$ cat config.mk
export PLATFORM = sky130hd
export DESIGN_NAME = accel_event_regs
export DESIGN_NICKNAME = d
export VERILOG_FILES = /design/src/verilog/accel_event_pkg.sv /design/src/verilog/axis_flags.sv /design/src/verilog/event_duration.sv /design/src/verilog/accel_event_regs.sv
export SDC_FILE = /design/constraint.sdc
export NUM_CORES = 1
export LEC_CHECK = 0
export ABC_AREA = 1
export ABC_CLOCK_PERIOD_IN_PS = 4300
export BUFFER_PORTS_ARGS = -buffer_cell sky130_fd_sc_hd__buf_4
export CAP_MARGIN = 20
export CORE_ASPECT_RATIO = 1.2
export CORE_UTILIZATION = 43
export CTS_CLUSTER_SIZE = 24
export DETAILED_ROUTE_END_ITERATION = 8
export PLACE_DENSITY = 0.72
export RECOVER_POWER = 50
export SLEW_MARGIN = 30
export SYNTH_ARGS = -nofsm -noshare
export SYNTH_HDL_FRONTEND = slang
export SYNTH_SLANG_ARGS = --single-unit
$ cat constraint.sdc
create_clock -name mclk_in -period 4.3 [get_ports mclk_in]
set_input_delay 0.43 -clock mclk_in [delete_from_list [all_inputs] [get_ports mclk_in]]
set_output_delay 0.43 -clock mclk_in [all_outputs]
set_load 0.05 [all_outputs]
$ cat src/verilog/accel_event_pkg.sv
package accel_event_pkg;

  // Register offsets.
  localparam logic [6:0] OFF_AXIS_ENABLE    = 7'h20;
  localparam logic [6:0] OFF_PAD_CONTROL    = 7'h22;
  localparam logic [6:0] OFF_SAMPLE_STATUS  = 7'h27;
  localparam logic [6:0] OFF_X_SAMPLE       = 7'h29;
  localparam logic [6:0] OFF_Y_SAMPLE       = 7'h2b;
  localparam logic [6:0] OFF_Z_SAMPLE       = 7'h2d;
  localparam logic [6:0] OFF_EVENT_CONFIG   = 7'h30;
  localparam logic [6:0] OFF_EVENT_SOURCE   = 7'h31;
  localparam logic [6:0] OFF_EVENT_THRESH   = 7'h32;
  localparam logic [6:0] OFF_EVENT_DURATION = 7'h33;

  // Reset values.
  localparam logic [7:0] RST_AXIS_ENABLE    = 8'h07;
  localparam logic [7:0] RST_PAD_CONTROL    = 8'h00;
  localparam logic [7:0] RST_EVENT_CONFIG   = 8'h00;
  localparam logic [7:0] RST_EVENT_THRESH   = 8'h02;
  localparam logic [7:0] RST_EVENT_DURATION = 8'h00;

  // Field positions.
  localparam int POS_PAD_POLARITY_LOW = 7;
  localparam int POS_COMBINE_ALL      = 7;
  localparam int POS_LATCH_REQUEST    = 6;
  localparam int POS_DECREMENT_MODE   = 7;
  localparam int POS_ALL_OVERRUN      = 7;
  localparam int POS_ALL_NEW_DATA     = 3;
  localparam int POS_REQUEST_ACTIVE   = 6;

  // Pad source selector codes.
  localparam logic [2:0] PAD_SRC_GROUND = 3'h0;
  localparam logic [2:0] PAD_SRC_MOTION = 3'h1;
  localparam logic [2:0] PAD_SRC_READY  = 3'h4;

  // Duration steps: one output data period.
  localparam real STEP_FAST_MS = 2.5;
  localparam real STEP_SLOW_MS = 10.0;

endpackage

$ cat src/verilog/axis_flags.sv
`timescale 1ns/1ps
// New-data and overrun flags for one axis; a new sample wins over a read for new-data, while a read clears overrun.
module axis_flags (
  // Clock and reset
  input  wire logic       clk_in,
  input  wire logic       rst_n_in,
  // Events
  input  wire logic       enable_in,
  input  wire logic       sample_in,
  input  wire logic       read_in,
  // Flags
  output logic            new_data_out,
  output logic            overrun_out
);

  always_ff @(posedge clk_in or negedge rst_n_in) begin
    if (!rst_n_in) begin
      new_data_out <= 1'b0;
    end else if (sample_in && enable_in) begin
      new_data_out <= 1'b1;                                  // [RULE_08]
    end else if (read_in) begin
      new_data_out <= 1'b0;                                  // [RULE_20]
    end
  end

  always_ff @(posedge clk_in or negedge rst_n_in) begin
    if (!rst_n_in) begin
      overrun_out <= 1'b0;
    end else if (sample_in && enable_in && new_data_out && !read_in) begin
      overrun_out <= 1'b1;                                   // [RULE_06]
    end else if (read_in) begin
      overrun_out <= 1'b0;                                   // [RULE_20]
    end
  end

endmodule

$ cat src/verilog/event_duration.sv
`timescale 1ns/1ps
// Duration counter ticking once per output data period.
module event_duration #(
  parameter int WIDTH = 8
) (
  // Clock and reset
  input  wire logic             clk_in,
  input  wire logic             rst_n_in,
  // Control
  input  wire logic             tick_in,
  input  wire logic             condition_in,
  input  wire logic             decrement_in,
  input  wire logic             freeze_in,
  input  wire logic [WIDTH-1:0] limit_in,
  // Result
  output logic                  expired_out
);

  logic [WIDTH-1:0] count_q;

  always_ff @(posedge clk_in or negedge rst_n_in) begin
    if (!rst_n_in) begin
      count_q <= '0;
    end else if (freeze_in) begin
      count_q <= count_q;                                    // [RULE_18]
    end else if (tick_in) begin
      if (condition_in) begin
        if (count_q != limit_in) begin
          count_q <= count_q + WIDTH'(1);                    // [RULE_18]
        end
      end else if (decrement_in) begin
        if (count_q != '0) begin
          count_q <= count_q - WIDTH'(1);                    // [RULE_17]
        end
      end else begin
        count_q <= '0;                                       // [RULE_17]
      end
    end
  end

  assign expired_out = condition_in && (count_q >= limit_in);

endmodule

$ cat src/verilog/accel_event_regs.sv
`timescale 1ns/1ps
// Summary of operation
// [RULE_01] Polarity bit zero drives pad high
// [RULE_02] Selector picks ground, motion event, or ready
// [RULE_03] Host uses only the three selector codes
// [RULE_04] Host keeps control bits six to three zero
// [RULE_05] Combined overrun on unread full set
// [RULE_06] Per-axis overrun on unread sample replaced
// [RULE_07] Combined new-data when full set ready
// [RULE_08] Per-axis new-data on fresh sample
// [RULE_09] Status layout: overruns high, new-data low
// [RULE_10] Samples are signed eight-bit values
// [RULE_11] Combination bit selects OR versus AND
// [RULE_12] Latch holds request until source read
// [RULE_13] Above-threshold enables per axis
// [RULE_14] Below-threshold enables per axis
// [RULE_15] Event configuration bit layout
// [RULE_16] Source read clears request and latch
// [RULE_17] Seven-bit threshold; top bit selects decrement
// [RULE_18] Duration steps per data period, frozen when latched
// [RULE_19] New-data only for enabled axes
// [RULE_20] Sample read clears that axis' flags
// [RULE_21] Ready routing follows combined new-data
module accel_event_regs #(
  parameter int SAMPLE_W = 8
) (
  // Clock and reset
  input  wire logic                mclk_in,
  input  wire logic                resetn_in,
  // Register port
  input  wire logic [6:0]          addr_in,
  input  wire logic [7:0]          wdata_in,
  input  wire logic                wr_in,
  input  wire logic                rd_in,
  output logic      [7:0]          rdata_out,
  // Sensing chain
  input  wire logic [SAMPLE_W-1:0] x_value_in,
  input  wire logic [SAMPLE_W-1:0] y_value_in,
  input  wire logic [SAMPLE_W-1:0] z_value_in,
  input  wire logic [2:0]          sample_valid_in,
  input  wire logic                period_tick_in,
  // Event pad
  output logic                     event_pad_out
);

  logic       rst_meta_q;
  logic       rst_sync_q;
  logic [7:0] axis_enable_q;
  logic [7:0] pad_control_q;
  logic [7:0] event_config_q;
  logic [7:0] event_thresh_q;
  logic [7:0] event_duration_q;
  logic [7:0] sample_q [3];
  logic [7:0] source_q;
  logic       all_new_data_q;
  logic       all_overrun_q;
  logic [2:0] set_seen_q;
  logic [2:0] new_data;
  logic [2:0] overrun;
  logic [2:0] axis_read;
  logic [5:0] raw_events;
  logic [5:0] enabled_events;
  logic       condition;
  logic       expired;
  logic       latched;
  logic       request;
  logic       source_read;
  logic [2:0] fresh;
  logic       set_done;
  logic       last_read;
  logic       freeze;
  logic       decrement;
  logic       pad_level;
  logic [7:0] status;
  logic [7:0] rdata_d;

  // Reset is asserted at once but released through two flops.
  always_ff @(posedge mclk_in or negedge resetn_in) begin
    if (!resetn_in) begin
      rst_meta_q <= 1'b0;
      rst_sync_q <= 1'b0;
    end else begin
      rst_meta_q <= 1'b1;
      rst_sync_q <= rst_meta_q;
    end
  end

  // Software-written configuration.
  // Reserved control bits are stored as written; keeping them clear is
  // left to the host.
  always_ff @(posedge mclk_in or negedge rst_sync_q) begin
    if (!rst_sync_q) begin
      axis_enable_q    <= accel_event_pkg::RST_AXIS_ENABLE;  // [RULE_19]
      pad_control_q    <= accel_event_pkg::RST_PAD_CONTROL;
      event_config_q   <= accel_event_pkg::RST_EVENT_CONFIG;
      event_thresh_q   <= accel_event_pkg::RST_EVENT_THRESH; // [RULE_17]
      event_duration_q <= accel_event_pkg::RST_EVENT_DURATION;
    end else if (wr_in) begin
      if (addr_in == accel_event_pkg::OFF_AXIS_ENABLE) begin
        axis_enable_q <= wdata_in;
      end else if (addr_in == accel_event_pkg::OFF_PAD_CONTROL) begin
        pad_control_q <= wdata_in;
      end else if (addr_in == accel_event_pkg::OFF_EVENT_CONFIG) begin
        event_config_q <= wdata_in;                          // [RULE_15]
      end else if (addr_in == accel_event_pkg::OFF_EVENT_THRESH) begin
        event_thresh_q <= wdata_in;
      end else if (addr_in == accel_event_pkg::OFF_EVENT_DURATION) begin
        event_duration_q <= wdata_in;
      end
    end
  end

  assign axis_read[0] = rd_in && (addr_in == accel_event_pkg::OFF_X_SAMPLE);
  assign axis_read[1] = rd_in && (addr_in == accel_event_pkg::OFF_Y_SAMPLE);
  assign axis_read[2] = rd_in && (addr_in == accel_event_pkg::OFF_Z_SAMPLE);
  assign source_read  = rd_in &&
                        (addr_in == accel_event_pkg::OFF_EVENT_SOURCE);

  // Per-axis sample capture, flags and threshold comparison.
  genvar g;
  generate
    for (g = 0; g < 3; g++) begin : g_axis
      logic [SAMPLE_W-1:0] value;
      logic [7:0]          mag;
      logic [7:0]          thr;
      assign value = (g == 0) ? x_value_in :
                     (g == 1) ? y_value_in : z_value_in;

      always_ff @(posedge mclk_in or negedge rst_sync_q) begin
        if (!rst_sync_q) begin
          sample_q[g] <= 8'h00;
        end else if (sample_valid_in[g]) begin
          sample_q[g] <= value[SAMPLE_W-1 -: 8];             // [RULE_10]
        end
      end

      axis_flags u_flags (
        .clk_in       (mclk_in),
        .rst_n_in     (rst_sync_q),
        .enable_in    (axis_enable_q[g]),                    // [RULE_19]
        .sample_in    (sample_valid_in[g]),
        .read_in      (axis_read[g]),
        .new_data_out (new_data[g]),
        .overrun_out  (overrun[g])
      );

      // Magnitude of the signed sample against a seven-bit threshold.
      assign mag = sample_q[g][7] ? (8'h00 - sample_q[g]) : sample_q[g];
      assign thr = {1'b0, event_thresh_q[6:0]};
      assign raw_events[2*g+1] = (mag > thr);                // [RULE_13]
      assign raw_events[2*g]   = (mag < thr);                // [RULE_14]
    end
  endgenerate

  // A set is complete once every enabled axis has delivered since the
  // last set; a disabled axis is simply left out of the set.
  assign fresh     = sample_valid_in & axis_enable_q[2:0];
  assign set_done  = ((set_seen_q | fresh) == axis_enable_q[2:0]) &&
                     (axis_enable_q[2:0] != 3'h0) && (fresh != 3'h0);
  // The combined flags drop with the read that clears the last
  // per-axis new-data flag.
  assign last_read = ((new_data & ~axis_read) == 3'h0) &&
                     (axis_read != 3'h0);

  // Combined flags track a full set of the enabled axes.
  always_ff @(posedge mclk_in or negedge rst_sync_q) begin
    if (!rst_sync_q) begin
      set_seen_q     <= 3'h0;
      all_new_data_q <= 1'b0;
      all_overrun_q  <= 1'b0;
    end else begin
      if (set_done) begin
        set_seen_q     <= 3'h0;
        all_new_data_q <= 1'b1;                              // [RULE_07]
        if (all_new_data_q && new_data != 3'h0) begin
          all_overrun_q <= 1'b1;                             // [RULE_05]
        end
      end else begin
        set_seen_q <= set_seen_q | fresh;
        if (last_read) begin
          all_new_data_q <= 1'b0;                            // [RULE_20]
          all_overrun_q  <= 1'b0;                            // [RULE_20]
        end
      end
    end
  end

  assign status = {all_overrun_q, overrun[2], overrun[1], overrun[0],
                   all_new_data_q, new_data[2], new_data[1],
                   new_data[0]};                             // [RULE_09]

  // Motion event combination.
  assign enabled_events = raw_events & event_config_q[5:0];
  always_comb begin
    if (event_config_q[accel_event_pkg::POS_COMBINE_ALL]) begin
      condition = (event_config_q[5:0] != 6'h00) &&
                  (enabled_events == event_config_q[5:0]); // [RULE_11]
    end else begin
      condition = (enabled_events != 6'h00);                 // [RULE_11]
    end
  end

  assign latched = event_config_q[accel_event_pkg::POS_LATCH_REQUEST];
  // The duration count holds while a latched request waits for the host,
  // so the count seen after the read is the one left at the event.
  assign freeze    = latched && request;
  assign decrement = event_thresh_q[accel_event_pkg::POS_DECREMENT_MODE];

  event_duration #(
    .WIDTH (8)
  ) u_duration (
    .clk_in       (mclk_in),
    .rst_n_in     (rst_sync_q),
    .tick_in      (period_tick_in),
    .condition_in (condition),
    .decrement_in (decrement),
    .freeze_in    (freeze),
    .limit_in     (event_duration_q),
    .expired_out  (expired)
  );

  // Event source: latched until read, or live.
  // In live mode the register is rewritten every cycle, so a read has
  // nothing to clear there.
  always_ff @(posedge mclk_in or negedge rst_sync_q) begin
    if (!rst_sync_q) begin
      source_q <= 8'h00;
    end else if (latched) begin
      if (expired) begin
        source_q <= source_q | {1'b0, 1'b1, enabled_events}; // [RULE_12]
      end else if (source_read) begin
        source_q <= 8'h00;                                   // [RULE_16]
      end
    end else begin
      source_q <= {1'b0, expired, enabled_events};           // [RULE_12]
    end
  end

  assign request = source_q[accel_event_pkg::POS_REQUEST_ACTIVE];

  always_comb begin
    case (pad_control_q[2:0])
      accel_event_pkg::PAD_SRC_MOTION: pad_level = request;  // [RULE_02]
      accel_event_pkg::PAD_SRC_READY:  pad_level = all_new_data_q; // [RULE_21]
      default:                         pad_level = 1'b0;     // [RULE_02]
    endcase
  end

  always_ff @(posedge mclk_in or negedge rst_sync_q) begin
    if (!rst_sync_q) begin
      event_pad_out <= 1'b0;
    end else if (pad_control_q[2:0] == accel_event_pkg::PAD_SRC_GROUND) begin
      // Code zero ties the pad low whatever the polarity bit says.
      event_pad_out <= 1'b0;                                 // [RULE_02]
    end else begin
      event_pad_out <= pad_level ^
        pad_control_q[accel_event_pkg::POS_PAD_POLARITY_LOW]; // [RULE_01]
    end
  end

  // Read data decode; unmapped addresses read zero.
  always_comb begin
    if (addr_in == accel_event_pkg::OFF_AXIS_ENABLE) begin
      rdata_d = axis_enable_q;
    end else if (addr_in == accel_event_pkg::OFF_PAD_CONTROL) begin
      rdata_d = pad_control_q;
    end else if (addr_in == accel_event_pkg::OFF_SAMPLE_STATUS) begin
      rdata_d = status;
    end else if (addr_in == accel_event_pkg::OFF_X_SAMPLE) begin
      rdata_d = sample_q[0];
    end else if (addr_in == accel_event_pkg::OFF_Y_SAMPLE) begin
      rdata_d = sample_q[1];
    end else if (addr_in == accel_event_pkg::OFF_Z_SAMPLE) begin
      rdata_d = sample_q[2];
    end else if (addr_in == accel_event_pkg::OFF_EVENT_CONFIG) begin
      rdata_d = event_config_q;
    end else if (addr_in == accel_event_pkg::OFF_EVENT_SOURCE) begin
      rdata_d = source_q;
    end else if (addr_in == accel_event_pkg::OFF_EVENT_THRESH) begin
      rdata_d = event_thresh_q;
    end else if (addr_in == accel_event_pkg::OFF_EVENT_DURATION) begin
      rdata_d = event_duration_q;
    end else begin
      rdata_d = 8'h00;
    end
  end

  always_ff @(posedge mclk_in or negedge rst_sync_q) begin
    if (!rst_sync_q) begin
      rdata_out <= 8'h00;
    end else if (rd_in) begin
      // Outside the answer cycle the data return to zero, so a stale
      // value can never pass for a fresh one.
      rdata_out <= rdata_d;
    end else begin
      rdata_out <= 8'h00;
    end
  end

endmodule

== After elaboration in Yosys (flattened, before gate mapping) ==
Cells that the tools add are included.

* Input port bits: 47
* Word-level logic and storage cells: 150
* Register bits: 102
* Output and inout bits: 9

* $lt $le $gt $ge: 7
* Bitwise gates (word level): 12
* Add/subtract/negate cells: 5
* Equality and inequality tests: 19
* Muxes and demuxes: 38
* Reduce and logical (&&, ||, !) cells: 46

{| class="wikitable"
|+ Operator list
! cell !! count
|-
| 8-bit 2-to-1 mux || 21
|-
| 7-bit by 6-bit equality test with 1-bit output (second input constant) || 10
|-
| 8-bit by 7-bit > comparator with 1-bit output || 3
|-
| 8-bit by 7-bit < comparator with 1-bit output || 3
|-
| 1-bit by 8-bit subtractor with 8-bit output (first input constant) || 3
|-
| 1-bit logical AND || 20
|-
| 1-bit 2-to-1 mux || 15
|-
| 2-bit nonzero test || 7
|-
| 3-bit nonzero test || 4
|-
| 6-bit nonzero test || 2
|-
| 8-bit by 1-bit adder with 8-bit output (second input constant) || 1
|-
| 8-bit >= comparator || 1
|-
| 8-bit inequality test || 1
|-
| 8-bit by 7-bit bitwise OR with 8-bit output || 1
|-
| 4-bit AND reduction || 2
|-
| 8-bit nonzero test || 1
|-
| 8-bit by 1-bit subtractor with 8-bit output (second input constant) || 1
|-
| 3-bit bitwise AND || 2
|-
| 6-bit bitwise AND || 1
|-
| 6-bit equality test || 1
|-
| 3-bit logical NOT || 2
|-
| 3-bit by 1-bit inequality test with 1-bit output (second input constant) || 2
|-
| 6-bit AND reduction || 1
|-
| 1-bit inverter || 5
|-
| other kinds (14) || 17
|}

== Depth between registers and ports, before layout ==
* Word-level depth: 12
* Mapped depth: 25
* Gate-level depth less buffers: 25

== Modules after synthesis ==
A second synthesis with hierarchy kept.

* Cell total of the unflattened synthesis: 895
* Area total of the unflattened synthesis: 6,563.8 µm²

{| class="wikitable"
|+ By module, submodules not included
! module !! instances !! area each (µm²) !! cells an instance
|-
| accel_event_regs || 1 || 5,336.4 || 710
|-
| event_duration || 1 || 972.2 || 152
|-
| axis_flags || 3 || 85.1 || 11
|}

== Worst setup path before layout ==
OpenSTA, ideal clock, no wires.

* Path type: register to register
* From: reg sample_q[9] (netlist bit)
* To: reg u_duration.count_q[3]
* Setup slack: 1,652 ps
* Arrival: 2,531 ps
* Cell stages (with the launch flop): 22
* Period minus slack after synthesis: 2,648 ps
* Cell sequence: dfrtp_1 inv_1 ha_1 nand2_1 inv_1 a31oi_1 xor2_1 ha_1 a21oi_1 nand2_1 a21oi_1 nand2_2 and2_1 a21oi_2 nand2_1 nand2_2 buf_6 nand2_8 nand3_4 nand2_4 nand2_1 nand2_1

* Longest elaborated chain between the ends: 9

{| class="wikitable"
|+ RTL lines
! what !! RTL line !! text
|-
| start, declared || accel_event_regs.sv:53 || <nowiki>logic [7:0] sample_q [3];</nowiki>
|-
| start signal, assigned by index || accel_event_regs.sv:133 || <nowiki>sample_q[g] <= value[SAMPLE_W-1 -: 8];</nowiki>
|-
| 1-bit by 8-bit subtractor with 8-bit output || accel_event_regs.sv:148 || <nowiki>assign mag = sample_q[g][7] ? (8'h00 - sample_q[g]) : sample_q[g];</nowiki>
|-
| 8-bit 2-to-1 mux * || accel_event_regs.sv:148 ||
|-
| 8-bit by 7-bit < comparator with 1-bit output or 8-bit by 7-bit > comparator with 1-bit output (tied branches) || accel_event_regs.sv:151, accel_event_regs.sv:150 ||
|-
| 6-bit bitwise AND * || accel_event_regs.sv:193 || <nowiki>assign enabled_events = raw_events & event_config_q[5:0];</nowiki>
|-
| 6-bit equality test || accel_event_regs.sv:197 || <nowiki>(enabled_events == event_config_q[5:0]);</nowiki>
|-
| 1-bit logical AND || accel_event_regs.sv:196 || <nowiki>condition = (event_config_q[5:0] != 6'h00) &&</nowiki>
|-
| 1-bit 2-to-1 mux * || accel_event_regs.sv:195 || <nowiki>if (event_config_q[accel_event_pkg::POS_COMBINE_ALL]) begin</nowiki>
|-
| 3-bit by 1-bit inequality test with 1-bit output (no line) or 2-bit inequality test (tied branches) || -- ||
|-
| 4-bit AND reduction (no line) || -- ||
|-
| end signal, assigned || event_duration.sv:25 || <nowiki>count_q <= count_q;</nowiki>
|-
| end signal, assigned || event_duration.sv:29 || <nowiki>count_q <= count_q + WIDTH'(1);</nowiki>
|-
| end signal, assigned || event_duration.sv:33 || <nowiki>count_q <= count_q - WIDTH'(1);</nowiki>
|-
| end, declared || event_duration.sv:19 || <nowiki>logic [WIDTH-1:0] count_q;</nowiki>
|}

Every way passes the cells marked *; elsewhere a longest branch is shown, timed or not.
A chain may end at the register's enable or synchronous reset.

== Worst setup path in the final report ==
* From: reg sample_q[16] (netlist bit)
* To: reg u_duration.count_q[5]

The elaborated chain is that of the path after synthesis.

==> run metrics <==
status=finished with violations; failing checks=capacitance limit, slew limit; final RePlAce weighted congestion=0.944; vias in the first global route=5,298; root buffer cell=clkbuf_16; Most common cell on crit path=nand2_1; initial antenna violation count=0; CP max-delay cell=dfrtp_1; CTS Buffer Depth=2; Layout area overhead=12.8%; number of flops mapped to enable cells by yosys=0; power per cell area=420 nW/µm²; CTS H-tree depth=3; detailed router's first-iteration violation count=418; Core ar.=14,000 µm²; Max Fclk=310 MHz; Fin. Hold Viols=0; sequential share of the synthesized area=0.406; synth warn=0; cell area after synthesis=6240 µm²; first drt pass iteration count=5; Sink Count=101; Slew @ Worst Pin=2.61 ns; die width=112 µm; # rows=47; Synth async-reset ratio=1.00; Final ANT Viol Nets=0; final clock skew=0.0119 ns; clock-pin slew on the worst setup and hold paths=0.08 ns; Pwr Total=2.95 mW; total wire length=16.5 mm; total CTS buffers=9; Starting Density=0.446; Max Slew Vio Count=67; die height=134 µm; Rel. slew slack=-0.737; Syn Inst Count=807; Req. time, crit path=4.55 ns; layout cells sized above 1=0.117; Worst-Skew Late Latency=0.35 ns; Post-Synthesis Net Count=889; #FFs+latches synth=101; critical path's largest stage delay=0.36 ns; most frequent cells in the layout=nand2_1, o21ai_0, dfrtp_1; Final nets=940; Critical path buffers and inverters=4; global-route wire length before repair=26.9 mm; critical path capture point type=flop; critical path cell sequence=inv_1 -> ha_1 -> inv_1 -> nor3_1 -> nand2_1 -> nand2_1 -> xor2_1 -> ha_1 -> nand3_1 -> inv_2 -> nand2_1 -> nor3_1 -> nand2_1 -> nand3_1 -> nand2_1 -> nor2_2 -> nand3_2 -> nand3_1 -> nand2_1 -> clkinv_2 -> nand2_4 -> nand2_1 -> nand2_1; Post-DP HPWL=12.4 mm; IO buf count=55; Setup crit start=sample_q[16]; pin count of the biggest net entering global routing=67; cell family with most CP delay=simple AND/OR/NAND/NOR gates; All-Layer GR Usage=0.231; Max Cap Viol=1; final setup violation count=0; crit path max fanout=11; HP Class=input pin to flop; Worst Path Arrival=3.47 ns; RSZ-0062 raised after global routing=no; final worst-path cycle share=0.749; vias=5,595; Routed wire per std cell=15.9 µm; Crit Path Category=flop to flop; synthesized area per cell=7.73 µm²; grt ovf=0; total die area=15,000 µm²; worst flop-to-flop path startpoint=sample_q[16]; Tmin final=3.22 ns; largest vdd supply drop=0.209 mV; detailed-route DRC error count=0; Setup TNS=0 ns; # diodes=0; Post-CTS Resized=0; critical path launch point type=flop; prevailing post-synth register cell=dfrtp_1; Via density=5.41; CTS tree=done; leak pwr=3.47 nW; R2R setup slack=1.08 ns; hold path start=y_value_in[5]; library cells used by synthesis=58; Boundary Pins=56; most common cell after layout, fill and taps aside=nand2_1
## power by group
group	switching [mW]	internal [mW]	total [mW]
Combinational	0.549	0.356	0.905
Sequential	0.167	1.08	1.25
Clock	0.394	0.406	0.800
## path summary, 6_finish.rpt
kind                                    endpoint  cells past startpoint
setup / recovery           u_duration.count_q[5]                     23
setup reg to reg           u_duration.count_q[5]                     23
hold / removal                      sample_q[13]                      3
hold reg to reg                       rst_sync_q                      0
min in group asynchronous             rst_sync_q                      2
max in group asynchronous            sample_q[5]                      1
## stage by stage
stage / util / std cells / cell area, µm² / hold slack (ns) / setup slack [ns]
after CTS: 0.507 / 1034 / 7090 / 0.275 / 1.15
after global routing: 0.503 / 1034 / 7040 / 0.290 / 0.762
final: 0.503 / 1034 / 7040 / 0.278 / 1.08
after detailed placement: 0.485 / 1017 / 6790 / 0.214 / 1.16
after global placement: 0.485 / 1017 / 6790 / 0.213 / 1.22
after floorplan: - / 807 / 6240 / 0.134 / 1.29
## layer usage
metal	share of wire	vias to the layer above	global-route usage
met5	0	-	0
met4	0.035	0	0.0993
met3	0.053	39	0.0312
met2	0.50	202	0.396
met1	0.42	2583	0.291
li1	-	2771	-
## worst register-to-register path, delay by kind of cell (launching register included)
kind,cells,cell delay (ns)
xor gates and xnor gates,1,0.07
DFF,1,0.36
buffers and inverters,4,0.40
adders and majority gates,2,0.48
and+or+nand+nor,16,1.82
## synth_stat cells (2+ instances only)
| library cell | number | area share |
|---|---|---|
| nand3_1 | 42 | 0.034 |
| nor3_1 | 10 | 0.0080 |
| nand2_2 | 3 | 0.0030 |
| buf_2 | 3 | 0.0024 |
| inv_1 | 82 | 0.049 |
| nand3_2 | 4 | 0.0064 |
| xnor2_1 | 2 | 0.0028 |
| nor3_2 | 2 | 0.0032 |
| nor2_2 | 8 | 0.0080 |
| nand4_1 | 11 | 0.011 |
| a31oi_1 | 3 | 0.0030 |
| o22ai_1 | 10 | 0.010 |
| xor2_1 | 23 | 0.032 |
| inv_2 | 11 | 0.0066 |
| dfrtp_1 | 97 | 0.39 |
| buf_6 | 2 | 0.0036 |
| o221ai_1 | 4 | 0.0056 |
| dfstp_2 | 4 | 0.017 |
| o21ai_1 | 2 | 0.0016 |
| clkinv_1 | 2 | 0.0012 |
| ha_1 | 35 | 0.070 |
| a21oi_1 | 38 | 0.030 |
| o21ai_0 | 100 | 0.080 |
| clkbuf_1 | 10 | 0.0060 |
| nor2_1 | 39 | 0.023 |
| mux2_2 | 2 | 0.0036 |
| nand2_4 | 2 | 0.0036 |
| nand2_1 | 224 | 0.13 |
| o21bai_1 | 3 | 0.0036 |
## layout make-up
cell class                 count  area [µm²]
fill                        1335        6960
multi-input combinational    593        3250
sequential                   101        2530
timing repair buffer          57         389
inverter                      96         362
clock buffer                   9         225
tap                          171         214
clock inverter                 7        65.1
## state kept, by name, summed over array words and instances (netlist names)
| register | count |
|---|---|
| source_q | 7 |
| event_thresh_q | 8 |
| rdata_out | 8 |
| event_config_q | 8 |
| g_axis.u_flags.new_data_out | 3 |
| event_pad_out | 1 |
| u_duration.count_q | 8 |
| axis_enable_q | 8 |
| all_new_data_q | 1 |
| rst_meta_q | 1 |
| sample_q | 24 |
| event_duration_q | 8 |
| g_axis.u_flags.overrun_out | 3 |
| pad_control_q | 8 |
| set_seen_q | 3 |
| rst_sync_q | 1 |
| all_overrun_q | 1 |
## what timing repair did
| action | in CTS | in global routing |
|---|---|---|
| endpoints found under the hold margin | 2 | 0 |
| buffers inserted | 0 | 0 |
| hold buffers | 1 | 0 |
## kinds of logic (layout without fill, tap and decap cells)
family | Yosys count | count (layout) | share of synthesized area
XOR/XNOR | 25 | 25 | 0.0351
other | 1 | 1 | 0.000601
AND/OR/NAND/NOR | 358 | 358 | 0.257
adder cells (fa/ha/maj) | 35 | 35 | 0.0702
buffers and inverters | 113 | 169 | 0.0720
AO/OA/AOI/OAI | 172 | 172 | 0.156
flip-flops | 101 | 101 | 0.406
multiplexers | 2 | 2 | 0.00361
Power figures use the tool's default switching activity.
